--- config.mk ---
export PLATFORM = sky130hd
export DESIGN_NAME = flash_security_key_unit
export DESIGN_NICKNAME = d
export VERILOG_FILES = /design/src/hdl/flash_security_pkg.sv /design/src/hdl/reg_access_if.sv /design/src/hdl/apb_reg_port.sv /design/src/hdl/backdoor_key_compare.sv /design/src/hdl/flash_security_key_unit.sv
export SDC_FILE = /design/constraint.sdc
export NUM_CORES = 1
export LEC_CHECK = 0
export ABC_CLOCK_PERIOD_IN_PS = 3700
export BUFFER_PORTS_ARGS = -buffer_cell sky130_fd_sc_hd__buf_2
export CORE_MARGIN = 1.5
export CORE_UTILIZATION = 55
export CTS_BUF_LIST = sky130_fd_sc_hd__clkbuf_4 sky130_fd_sc_hd__clkbuf_8 sky130_fd_sc_hd__clkbuf_16
export CTS_CLUSTER_DIAMETER = 200
export DETAILED_ROUTE_END_ITERATION = 8
export PLACE_DENSITY = 0.88
export SLEW_MARGIN = 20
export SYNTH_ARGS = -nofsm -noshare
export SYNTH_HDL_FRONTEND = slang
export SYNTH_SLANG_ARGS = --single-unit
export TNS_END_PERCENT = 10
--- constraint.sdc ---
create_clock -name pclk -period 3.7 [get_ports pclk]
set_input_delay 0.74 -clock pclk [delete_from_list [all_inputs] [get_ports pclk]]
set_output_delay 0.74 -clock pclk [all_outputs]
set_load 0.01 [all_outputs]
--- src/hdl/flash_security_pkg.sv ---
package flash_security_pkg;

  // register indices; byte address is four times the index
  localparam logic [15:0] IDX_OPTION_WORKING  = 16'h1821;
  localparam logic [15:0] IDX_PROTECT_WORKING = 16'h1824;
  localparam logic [15:0] IDX_FLASH_STATUS    = 16'h1825;
  localparam logic [15:0] IDX_KEY_ENTRY_LO    = 16'h1870;
  localparam logic [15:0] IDX_KEY_ENTRY_HI    = 16'h1871;
  localparam logic [15:0] IDX_KEY_CONTROL     = 16'h1872;
  localparam logic [15:0] IDX_NV_KEY_LO       = 16'hffb0;
  localparam logic [15:0] IDX_NV_KEY_HI       = 16'hffb4;
  localparam logic [15:0] IDX_NV_PROTECT      = 16'hffbd;
  localparam logic [15:0] IDX_NV_TRIM         = 16'hffbe;
  localparam logic [15:0] IDX_NV_OPTION       = 16'hffbf;

  // option byte fields
  localparam int OPT_KEY_ENABLE_BIT = 7;
  localparam int OPT_REDIRECT_BIT   = 6;
  localparam int OPT_SEC_HI_BIT     = 1;
  localparam int OPT_SEC_LO_BIT     = 0;
  localparam logic [1:0] SEC_UNSECURED = 2'h2;

  // protection byte fields
  localparam int PROT_DISABLE_BIT = 0;

  // status fields
  localparam int STAT_ACCESS_ERROR_BIT = 4;
  localparam int STAT_BLANK_BIT        = 2;

  // key control fields
  localparam int KCTL_COMPARE_BIT  = 0;
  localparam int KCTL_UNLOCKED_BIT = 1;
  localparam int KCTL_ENABLED_BIT  = 2;

  // reset values of working registers
  localparam logic [7:0] PROTECT_RESET = 8'h00;
  localparam logic [7:0] OPTION_RESET  = 8'h00;
  localparam logic [63:0] KEY_RESET    = 64'h0000_0000_0000_0000;

  typedef enum logic [1:0] {
    ST_LOAD = 2'h1,
    ST_RUN  = 2'h2
  } unit_state_t;

endpackage : flash_security_pkg

--- src/hdl/reg_access_if.sv ---
`timescale 1ns/1ps
interface reg_access_if;
  logic        wr_en;
  logic        rd_en;
  logic [15:0] index;
  logic [31:0] wdata;
  logic [31:0] rdata;
  logic        hit;

  modport bus (
    output wr_en,
    output rd_en,
    output index,
    output wdata,
    input  rdata,
    input  hit
  );

  modport regs (
    input  wr_en,
    input  rd_en,
    input  index,
    input  wdata,
    output rdata,
    output hit
  );
endinterface : reg_access_if

--- src/hdl/apb_reg_port.sv ---
`timescale 1ns/1ps
module apb_reg_port (
  input  wire logic  pclk,
  input  wire logic  presetn,
  input  wire logic  psel,
  input  wire logic  penable,
  input  wire logic  pwrite,
  input  wire logic [17:0] paddr,
  input  wire logic [31:0] pwdata,
  output logic       pready,
  output logic [31:0] prdata,
  output logic       pslverr,
  reg_access_if.bus  ra
);
  logic [31:0] rdata_q;
  logic [31:0] next_rdata;
  logic        err_q;
  logic        next_err;
  logic        setup;
  logic        access;

  assign setup    = psel & ~penable;
  assign access   = psel & penable;
  assign ra.index = paddr[17:2];
  assign ra.wdata = pwdata;
  assign ra.rd_en = setup & ~pwrite;
  // write lands at the completing edge of the access phase
  assign ra.wr_en = access & pwrite & ~err_q;
  assign pready   = 1'b1;
  assign prdata   = rdata_q;
  assign pslverr  = access & err_q;

  always_comb begin
    next_rdata = rdata_q;
    next_err   = err_q;
    if (setup) begin
      next_err   = ~ra.hit | (paddr[1:0] != 2'h0);
      next_rdata = 32'h0000_0000;
    end
    // read data captured only on a read setup
    if (ra.rd_en) begin
      next_rdata = ra.rdata;
    end
  end

  always_ff @(posedge pclk or negedge presetn) begin
    if (!presetn) begin
      rdata_q <= 32'h0000_0000;
      err_q   <= 1'b0;
    end else begin
      rdata_q <= next_rdata;
      err_q   <= next_err;
    end
  end
endmodule : apb_reg_port

--- src/hdl/backdoor_key_compare.sv ---
`timescale 1ns/1ps
module backdoor_key_compare #(
  parameter int KEY_BYTES = 8
) (
  input  wire logic                   pclk,
  input  wire logic                   presetn,
  input  wire logic                   load_lo,
  input  wire logic                   load_hi,
  input  wire logic [31:0]            wdata,
  input  wire logic [KEY_BYTES*8-1:0] stored_key,
  input  wire logic                   compare,
  output logic [KEY_BYTES*8-1:0]      entered_key,
  output logic                        match
);
  logic [KEY_BYTES*8-1:0] key_q;
  logic [KEY_BYTES*8-1:0] next_key;
  logic                   match_q;
  logic                   next_match;
  logic [KEY_BYTES-1:0]   byte_eq;

  genvar g;
  generate
    for (g = 0; g < KEY_BYTES; g++) begin : g_byte
      assign byte_eq[g] = key_q[g*8 +: 8] == stored_key[g*8 +: 8];
    end
  endgenerate

  always_comb begin
    next_key = key_q;
    if (load_lo) next_key[31:0] = wdata;
    if (load_hi) next_key[63:32] = wdata;
    next_match = compare & (&byte_eq);
  end

  always_ff @(posedge pclk or negedge presetn) begin
    if (!presetn) begin
      key_q   <= flash_security_pkg::KEY_RESET;
      match_q <= 1'b0;
    end else begin
      key_q   <= next_key;
      match_q <= next_match;
    end
  end

  assign entered_key = key_q;
  assign match       = match_q;
endmodule : backdoor_key_compare

--- src/hdl/flash_security_key_unit.sv ---
// Behaviour
// - reset copies nonvolatile protect/option into working
// - eight-byte key unlocks only when key enabled
// - key entry only from secure code, never debug
// - key disabled: only erase plus blank unlocks
// - security field 1:0 alone means unsecured
//
// The APB interface to the registers was left to the implementer.
`timescale 1ns/1ps
module flash_security_key_unit (
  input  wire logic        pclk,
  input  wire logic        presetn,
  input  wire logic        psel,
  input  wire logic        penable,
  input  wire logic        pwrite,
  input  wire logic [17:0] paddr,
  input  wire logic [31:0] pwdata,
  output logic             pready,
  output logic [31:0]      prdata,
  output logic             pslverr,
  input  wire logic [7:0]  nonvolatile_protect_byte,
  input  wire logic [7:0]  nonvolatile_option_byte,
  input  wire logic [7:0]  nonvolatile_oscillator_trim,
  input  wire logic [63:0] backdoor_compare_key,
  input  wire logic        exec_from_secure,
  input  wire logic        debug_access,
  input  wire logic        mass_erase_done,
  input  wire logic        blank_check_pass,
  output logic             security_engaged,
  output logic [7:0]       flash_protect_working,
  output logic [7:0]       flash_option_working,
  output logic             protection_disable,
  output logic             vector_redirect_disable,
  output logic             load_done
);
  reg_access_if ra ();

  flash_security_pkg::unit_state_t state;
  flash_security_pkg::unit_state_t next_state;

  // working copies and sticky unlock state
  logic [7:0] prot_q;
  logic [7:0] next_prot;
  logic [7:0] opt_q;
  logic [7:0] next_opt;
  logic       key_unlocked;
  logic       next_key_unlocked;
  logic       erase_seen;
  logic       next_erase_seen;
  logic       blank_unlocked;
  logic       next_blank_unlocked;
  logic       access_error;
  logic       next_access_error;

  // key path decode and security terms
  logic        key_enabled;
  logic        entry_allowed;
  logic        wr_key_lo;
  logic        wr_key_hi;
  logic        wr_ctrl;
  logic        wr_status;
  logic        key_write_try;
  logic        load_lo;
  logic        load_hi;
  logic        compare;
  logic        match;
  logic        field_unsecured;
  logic [63:0] entered_key;
  logic        run_state;
  logic        loaded_unsecured;
  logic        key_path_open;
  logic        erase_path_open;
  logic        sel_key_lo;
  logic        sel_key_hi;
  logic        sel_ctrl;
  logic        sel_status;
  logic        status_clear;
  logic        refused_try;
  logic        blank_event;

  apb_reg_port u_port (
    .pclk    (pclk),
    .presetn (presetn),
    .psel    (psel),
    .penable (penable),
    .pwrite  (pwrite),
    .paddr   (paddr),
    .pwdata  (pwdata),
    .pready  (pready),
    .prdata  (prdata),
    .pslverr (pslverr),
    .ra      (ra.bus)
  );

  // compare result lands on the same edge as the compare write
  backdoor_key_compare #(
    .KEY_BYTES (8)
  ) u_key (
    .pclk        (pclk),
    .presetn     (presetn),
    .load_lo     (load_lo),
    .load_hi     (load_hi),
    .wdata       (ra.wdata),
    .stored_key  (backdoor_compare_key),
    .compare     (compare),
    .entered_key (entered_key),
    .match       (match)
  );

  // working option byte governs key enable and security field
  assign key_enabled = opt_q[flash_security_pkg::OPT_KEY_ENABLE_BIT];
  // debug-driven bus cycles never reach the key path
  assign run_state     = state == flash_security_pkg::ST_RUN;
  assign entry_allowed = key_enabled
                         & exec_from_secure
                         & ~debug_access
                         & run_state;

  // one select per key-side register
  assign sel_key_lo = ra.index == flash_security_pkg::IDX_KEY_ENTRY_LO;
  assign sel_key_hi = ra.index == flash_security_pkg::IDX_KEY_ENTRY_HI;
  assign sel_ctrl   = ra.index == flash_security_pkg::IDX_KEY_CONTROL;
  assign sel_status = ra.index == flash_security_pkg::IDX_FLASH_STATUS;

  assign wr_key_lo = ra.wr_en & sel_key_lo;
  assign wr_key_hi = ra.wr_en & sel_key_hi;
  assign wr_ctrl   = ra.wr_en & sel_ctrl;
  assign wr_status = ra.wr_en & sel_status;

  // a key entry word write, or a control write with the compare bit set, counts as an entry attempt
  assign key_write_try = wr_key_lo
                         | wr_key_hi
                         | (wr_ctrl
                            & ra.wdata[flash_security_pkg::KCTL_COMPARE_BIT]);
  assign load_lo = wr_key_lo & entry_allowed;
  assign load_hi = wr_key_hi & entry_allowed;
  assign compare = wr_ctrl & entry_allowed
                   & ra.wdata[flash_security_pkg::KCTL_COMPARE_BIT];

  assign field_unsecured =
    {opt_q[flash_security_pkg::OPT_SEC_HI_BIT],
     opt_q[flash_security_pkg::OPT_SEC_LO_BIT]}
    == flash_security_pkg::SEC_UNSECURED;

  // secured until loading completes; any other field value stays secured
  assign loaded_unsecured = field_unsecured & run_state;
  // either unlock path lifts security until the next reset
  assign key_path_open    = key_unlocked;
  assign erase_path_open  = blank_unlocked;
  assign security_engaged = ~loaded_unsecured
                            & ~key_path_open
                            & ~erase_path_open;

  // write-one-clear request for the access error flag
  assign status_clear = wr_status
                        & ra.wdata[flash_security_pkg::STAT_ACCESS_ERROR_BIT];
  // key entry attempt made while entry is refused
  assign refused_try  = key_write_try & ~entry_allowed;
  // blank pass counts only after an erase has been seen
  assign blank_event  = blank_check_pass & erase_seen;

  // load group: working copies taken once after reset
  always_comb begin
    next_state = state;
    next_prot  = prot_q;
    next_opt   = opt_q;
    case (state)
      flash_security_pkg::ST_LOAD: begin
        // first edge after release copies nonvolatile bytes
        next_prot  = nonvolatile_protect_byte;
        next_opt   = nonvolatile_option_byte;
        next_state = flash_security_pkg::ST_RUN;
      end
      flash_security_pkg::ST_RUN: begin
        next_state = flash_security_pkg::ST_RUN;
      end
      default: begin
        next_state = flash_security_pkg::ST_LOAD;
      end
    endcase
  end

  always_ff @(posedge pclk or negedge presetn) begin
    if (!presetn) begin
      state  <= flash_security_pkg::ST_LOAD;
      prot_q <= flash_security_pkg::PROTECT_RESET;
      opt_q  <= flash_security_pkg::OPTION_RESET;
    end else begin
      state  <= next_state;
      prot_q <= next_prot;
      opt_q  <= next_opt;
    end
  end

  // unlock group: held until reset reloads the option byte
  always_comb begin
    next_key_unlocked   = key_unlocked;
    next_erase_seen     = erase_seen;
    next_blank_unlocked = blank_unlocked;
    if (run_state) begin
      if (match) begin
        next_key_unlocked = 1'b1;
      end
      if (mass_erase_done) begin
        next_erase_seen = 1'b1;
      end
      if (blank_event) begin
        next_blank_unlocked = 1'b1;
      end
    end
  end

  always_ff @(posedge pclk or negedge presetn) begin
    if (!presetn) begin
      key_unlocked   <= 1'b0;
      erase_seen     <= 1'b0;
      blank_unlocked <= 1'b0;
    end else begin
      key_unlocked   <= next_key_unlocked;
      erase_seen     <= next_erase_seen;
      blank_unlocked <= next_blank_unlocked;
    end
  end

  // status group: a refused attempt beats a clear in the same cycle
  always_comb begin
    next_access_error = access_error;
    if (run_state) begin
      if (status_clear) begin
        next_access_error = 1'b0;
      end
      if (refused_try) begin
        next_access_error = 1'b1;
      end
    end
  end

  always_ff @(posedge pclk or negedge presetn) begin
    if (!presetn) begin
      access_error <= 1'b0;
    end else begin
      access_error <= next_access_error;
    end
  end

  // register read map
  always_comb begin
    ra.hit   = 1'b1;
    ra.rdata = 32'h0000_0000;
    case (ra.index)
      flash_security_pkg::IDX_OPTION_WORKING: begin
        ra.rdata[7:0] = opt_q;
      end
      flash_security_pkg::IDX_PROTECT_WORKING: begin
        ra.rdata[7:0] = prot_q;
      end
      flash_security_pkg::IDX_FLASH_STATUS: begin
        ra.rdata[flash_security_pkg::STAT_ACCESS_ERROR_BIT] = access_error;
        ra.rdata[flash_security_pkg::STAT_BLANK_BIT]        = blank_unlocked;
      end
      // write-only key entry words read back as zero
      flash_security_pkg::IDX_KEY_ENTRY_LO: begin
        ra.rdata = 32'h0000_0000;
      end
      flash_security_pkg::IDX_KEY_ENTRY_HI: begin
        ra.rdata = 32'h0000_0000;
      end
      flash_security_pkg::IDX_KEY_CONTROL: begin
        ra.rdata[flash_security_pkg::KCTL_UNLOCKED_BIT] = key_unlocked;
        ra.rdata[flash_security_pkg::KCTL_ENABLED_BIT]  = key_enabled;
      end
      // stored key hidden while secured
      flash_security_pkg::IDX_NV_KEY_LO: begin
        ra.rdata = security_engaged ? 32'h0000_0000
                                    : backdoor_compare_key[31:0];
      end
      flash_security_pkg::IDX_NV_KEY_HI: begin
        ra.rdata = security_engaged ? 32'h0000_0000
                                    : backdoor_compare_key[63:32];
      end
      flash_security_pkg::IDX_NV_PROTECT: begin
        ra.rdata[7:0] = nonvolatile_protect_byte;
      end
      // trim readable so software can save it before erase
      flash_security_pkg::IDX_NV_TRIM: begin
        ra.rdata[7:0] = nonvolatile_oscillator_trim;
      end
      flash_security_pkg::IDX_NV_OPTION: begin
        ra.rdata[7:0] = nonvolatile_option_byte;
      end
      default: begin
        ra.hit = 1'b0;
      end
    endcase
  end

  // data outputs straight from the working registers; load_done from the state
  assign flash_protect_working   = prot_q;
  assign flash_option_working    = opt_q;
  assign protection_disable      = prot_q[flash_security_pkg::PROT_DISABLE_BIT];
  assign vector_redirect_disable = opt_q[flash_security_pkg::OPT_REDIRECT_BIT];
  assign load_done               = run_state;
endmodule : flash_security_key_unit

; ---- Yosys cells after proc, flatten, opt, wreduce, memory -nomap -nowiden
; Cells that the tools add are included.
[word_totals]
regBits = 120
in_bits = 147
out_inout_bits = 54
elab_cells = 96
[classes]
eq_ne = 22
mux = 15
bitwise_logic = 37
n_reduce_logical = 10
[ops]
columns = cell, n
row1 = 32-bit two-way mux, 4
row2 = 16-bit by 13-bit equality test with 1-bit output (second input constant), 6
row3 = 16-bit equality test (second input constant), 5
row4 = 8-bit equality test, 8
row5 = 24-bit one-hot mux with 2 select lines, 1
row6 = 1-bit bitwise AND, 25
row7 = 3-bit one-hot mux with 7 select lines, 1
row8 = 1-bit one-hot mux with 8 select lines, 2
row9 = 1-bit one-hot mux with 7 select lines, 2
row10 = 11-bit OR reduction, 1
row11 = 1-bit NOT, 9
row12 = 1-bit one-hot mux with 9 select lines, 1
row13 = 2-bit AND reduction, 4
row14 = 8-bit AND reduction, 1
row15 = 2-bit nonzero test, 3
row16 = 2-bit equality test (second input constant), 2
row17 = 1-bit two-way mux, 3
row18 = 1-bit OR, 3
row19 = 2-bit by 1-bit equality test with 1-bit output (second input constant), 1
row20 = 2-bit two-way mux, 1
row21 = 2-bit OR reduction, 1

; ---- Longest topological paths before layout
[logic_depth]
word_depth = 9
ltp_mapped = 8
mapped_depth_nobuf = 7

; ---- Hierarchy
; Synthesis repeated with hierarchy kept, for this count alone.
[hier_totals]
cells_unflattened = 618
hier_area_um2 = 7160.6
[by_module_without_submodules]
columns = mod, instances, cells_per_inst, area_each_um2, seq_area_each_um2
row1 = backdoor_key_compare, 1, 244, 3105.5, 1626.6
row2 = flash_security_key_unit, 1, 214, 2039.5, 551.8
row3 = apb_reg_port, 1, 160, 2015.7, 825.8

; ---- Worst setup path before layout
; No wires, ideal clock.
[synth_path]
path_type = input to register
start = input port paddr[9]
end = register u_key.key_q[32] (netlist: u_key.entered_key[32])
setup_time_ps = 125
arrival_time_ps = 2224
t_required_ps = 3575
slack_ps = 1352
cell_stages = 7
path_buffers = 3
path_cell_list = nor4_2 -> and3_1 -> buf_4 -> and4_1 -> clkbuf_2 -> buf_4 -> mux2_2
[synth_between]
elab_chain_len = 3
[synth_lines]
columns = item, line
row1 = "start, declared", flash_security_key_unit.sv:16  ; input wire logic [17:0] paddr,
row2 = 16-bit by 13-bit equality test with 1-bit output, flash_security_key_unit.sv:121  ; assign sel_key_hi = ra.index == flash_security_pkg::IDX_KEY_ENTRY_HI;
row3 = 1-bit bitwise AND, flash_security_key_unit.sv:126  ; assign wr_key_hi = ra.wr_en & sel_key_hi;
row4 = 1-bit bitwise AND, flash_security_key_unit.sv:136  ; assign load_hi = wr_key_hi & entry_allowed;
row5 = "end signal, assigned", backdoor_key_compare.sv:37  ; key_q <= flash_security_pkg::KEY_RESET;
row6 = "end signal, assigned", backdoor_key_compare.sv:40  ; key_q <= next_key;
row7 = "end, declared", backdoor_key_compare.sv:15  ; logic [KEY_BYTES*8-1:0] key_q;
; No other way between the ends.
; A chain may end at the register's enable or synchronous reset.

; ---- Worst setup path after layout
[layout_path]
start = register state[0]
end = output port security_engaged
[layout_between]
elab_chain_len = 5
[layout_lines]
columns = item, line
row1 = "start, declared", flash_security_key_unit.sv:38  ; flash_security_pkg::unit_state_t state;
row2 = "start signal, assigned", flash_security_key_unit.sv:185  ; state <= flash_security_pkg::ST_LOAD;
row3 = "start signal, assigned", flash_security_key_unit.sv:189  ; state <= next_state;
row4 = 2-bit equality test, flash_security_key_unit.sv:113  ; assign run_state = state == flash_security_pkg::ST_RUN;
row5 = 1-bit bitwise AND, flash_security_key_unit.sv:146  ; assign loaded_unsecured = field_unsecured & run_state;
row6 = 1-bit NOT, flash_security_key_unit.sv:150  ; assign security_engaged = ~loaded_unsecured
row7 = 1-bit bitwise AND, flash_security_key_unit.sv:151  ; & ~key_path_open
row8 = 1-bit bitwise AND, flash_security_key_unit.sv:152  ; & ~erase_path_open;
row9 = "end, declared", flash_security_key_unit.sv:29  ; output logic security_engaged,
; No other way between the ends.

==> summary.txt <==
Placement
  • # port buffers: 199
  • Setup WS pre-CTS: 0.9466 ns
  • Post-DP Area: 7323 um^2
  • Post-DP HPWL: 13,770 um
  • Final GP Congestion: 0.9181

Timing
  • Final Hold Vio Count: 0
  • Min Tclk post-route: 3.017 ns
  • Slew headroom: 0.3945
  • RSZ-0062 raised after global routing: no
  • Max-slew violations: 0
  • Slew @ Worst Pin: around 0.9 ns
  • Final worst slack: 0.6829 ns
  • Final Skew: 0.008677 ns
  • Fmax: 331.4 MHz
  • Setup TNS: 0 ns
  • Final setup vio count: 0
  • Final Cycle Share: 0.8154

Critical path
  • Critical path origin: state[0]$_DFF_PN1_
  • Instance count on the critical path: 4
  • Crit path to: security_engaged
  • CP cell instances: inv_1 > ha_1 > a311oi_1 > buf_2
  • CP startpoint kind: flop
  • Crit end category: output pin
  • FF-to-FF End: u_port.prdata[3]$_DFFE_PN0P_
  • WP buf/inv: 2
  • Arrival time at the worst endpoint: 2.28 ns
  • Reg2reg path depth: 6
  • Family with the most delay on the worst path: compound AO/OA/AOI/OAI gates
  • CP max stage delay: 0.71 ns
  • Critical path class: flop to output pin
  • Max FO, Critical Path: 7
  • Reg-to-reg startpoint: state[0]$_DFF_PN1_
  • Worst Path Required: 2.96 ns
  • Slowest cell on the critical path: a311oi_1
  • R2R setup slack: 1.15 ns

Job
  • Max cap viols: 0

Global routing
  • Largest net degree at the start of global routing: 70
  • First-pass GRT wire length: ~30,000 um
  • Vias in the first global route: 5,608
  • Total gr overflow: 0
  • Initial antenna violation count: 1
  • Total track usage: 0.3375

Layout
  • Layout cell share with drive strength beyond 1: 0.4517
  • Final Cell Area: 7976 um^2
  • Area grow syn2layout: 28.01%
  • Post-layout net count: around 900

Floorplanning
  • Io pins: 201
  • Effective utilization at floorplan: 0.5698
  • Die Span X: ~110 um
  • Die height: roughly 110 um
  • DIE AREA: 11,980 um^2
  • # rows: 38
  • CORE AREA: 10,940 um^2

Yosys
  • Synthesized area: 6231 um^2
  • Synthesized Nets: ~700
  • Yosys cell types: 57
  • Post-synthesis sequential area ratio: 0.4821
  • Async S/R FF share, synth: 1.000
  • Leading area contributor after synthesis: dfrtp_1
  • Number of synthesized register bits: 120
  • Post-synth EDFFs: 0
  • Avg Inst Size Synth: 11.45 um^2
  • Synth warn: 0
  • Mapped Cells: 544
  • Main synth FF type: dfrtp_1
  • Synth top area share: 0.4779
  • Synth top area cells: dfrtp_1, mux2_2, xor2_1

Detailed routing
  • # DRC: 0
  • Routed wire length: 19,610 um
  • Drt initial violations: 569
  • Avg WL per Cell: 21.82 um
  • Post-DRT Antenna Nets: 0
  • Via density per instance: 6.175
  • Vias: 5,551
  • Drt pass-1 iters: 6

Clock network
  • CTS clock-pin slew for the worst setup and hold paths: 0.05 ns
  • Clk root buf: clkbuf_16
  • Number of setup buffers added after CTS: 0
  • TritonCTS Sinks: between 100 and 150
  • Cts repair resizes: 0
  • CTS tree: done
  • Clk_lat worst skew: roughly 0.43 ns
  • Hold-fix buffers, CTS: 0
  • Clock tree buffer depth: 2
  • H-tree depth: 4
  • Total clock buffers created by CTS: 17

Power
  • Pleak: 0.003914 uW
  • Pwr Density: around 430 nW/um^2
  • Max VDD drop: about 0.00033 V

Run status
  • Run status: completed

Min path
  • Hold Crit Class: input port to asynchronous set/reset pin
routing by layer:
metal,track usage,share of wire,up-vias
met2,0.5364,0.49,315
met1,0.4214,0.38,2749
li1,-,-,2408
met3,0.09069,0.075,79
met4,0.1781,0.046,0
met5,0,0,-
power by group:
group	total [uW]	leakage [uW]	internal [uW]	switching (uW)
clock	1800	0.000303	1170	635
sequential	1330	0.00161	1320	8.41
combinational	276	0.00200	113	163
total	3410	0.00391	2600	806
cell usage after synthesis, drive strengths merged, types with 6 or more instances:
| master | count |
|---|---|
| o21ai | 38 |
| buf | 22 |
| a221oi | 6 |
| clkbuf | 9 |
| nand4 | 11 |
| mux2 | 85 |
| a22oi | 34 |
| nor4 | 14 |
| dfrtp | 119 |
| nand2 | 42 |
| xnor2 | 17 |
| and3 | 8 |
| nor2 | 8 |
| nor3 | 11 |
| inv | 7 |
| xor2 | 47 |
| nand3 | 6 |
| a22o | 10 |
flip-flops by register name, summed over array words and instances, names as in the netlist:
register,count
u_key.entered_key,64
u_port.prdata,32
flash_option_working,8
flash_protect_working,8
state,2
access_error,1
blank_unlocked,1
erase_seen,1
key_path_open,1
u_key.match,1
u_port.err_q,1
placed cells by master, fill, tap and decap left out, drive strengths merged, types with 2 or more instances in the layout:
master    netlist  final
a211oi          4      4
a21o            2      2
a21oi           3      3
a221oi          6      6
a22o           10     10
a22oi          34     34
a311oi          2      2
a31o            2      2
and3            8      8
buf            22    210
bufinv          0      4
clkbuf          9     19
clkinvlp        0      4
dfrtp         119    119
diode           0      4
ha              2      2
inv             7     11
mux2           85     85
mux2i           2      2
nand2          42     42
nand2b          3      3
nand3           6      6
nand4          11     11
nand4b          2      2
nor2            8      8
nor2b           3      3
nor3           11     11
nor4           14     14
o21a            3      3
o21ai          38     38
or3             4      4
or4             2      2
or4b            2      2
xnor2          17     17
xor2           47     47
through the flow:
step	hold WS [ns]	power, uW	cells	util
global route	0.5021	3489	896	0.7287
global placement	0.4395	1613	863	0.6697
finish	0.4469	3410	899	0.7294
CTS	0.4733	3403	895	0.7285
detailed placement	0.4616	1620	863	0.6697
floorplan	0.4282	1445	544	-
area by class of cell:
class	instances	area, um^2
Multi-Input combinational cell	386	3024
Tap cell	140	175.2
Clock buffer	19	452.9
Inverter	7	26.28
Antenna cell	4	10.01
Sequential cell	120	3004
Clock inverter	13	190.2
Timing Repair Buffer	210	1094
Fill cell	755	2959
worst min-delay path by stage:
| stage | cells after the start | from | endpoint |
|---|---|---|---|
| 5_1_grt | 1 | erase_seen$_DFFE_PN0P_ | erase_seen$_DFFE_PN0P_ |
| 4_1_cts | 1 | erase_seen$_DFFE_PN0P_ | erase_seen$_DFFE_PN0P_ |
| 3_3_place_gp | 1 | erase_seen$_DFFE_PN0P_ | erase_seen$_DFFE_PN0P_ |
| 6_report | 1 | presetn | u_port.prdata[9]$_DFFE_PN0P_ |
| 2_1_floorplan | 1 | erase_seen$_DFFE_PN0P_ | erase_seen$_DFFE_PN0P_ |
| 3_5_place_dp | 1 | erase_seen$_DFFE_PN0P_ | erase_seen$_DFFE_PN0P_ |
worst register-to-register path: cells and delay by family (launching register included):
kind | cells | cell delay [ns]
AO/OA/AOI/OAI | 3 | 1.30
adder cells (fa/ha/maj) | 1 | 0.29
buffers and inverters | 1 | 0.05
flip-flops | 1 | 0.53
AND/OR/NAND/NOR | 1 | 0.26
kinds of logic after synthesis:
family	synth area share
buffers and inverters	0.03253
xor gates and xnor gates	0.08996
other	0.0006018
muxes	0.1568
adders and majority gates	0.004015
and+or+nand+nor	0.1110
DFF	0.4821
AOI/OAI and AO/OA	0.1229
Note: power is estimated with default switching activity, not from simulation.
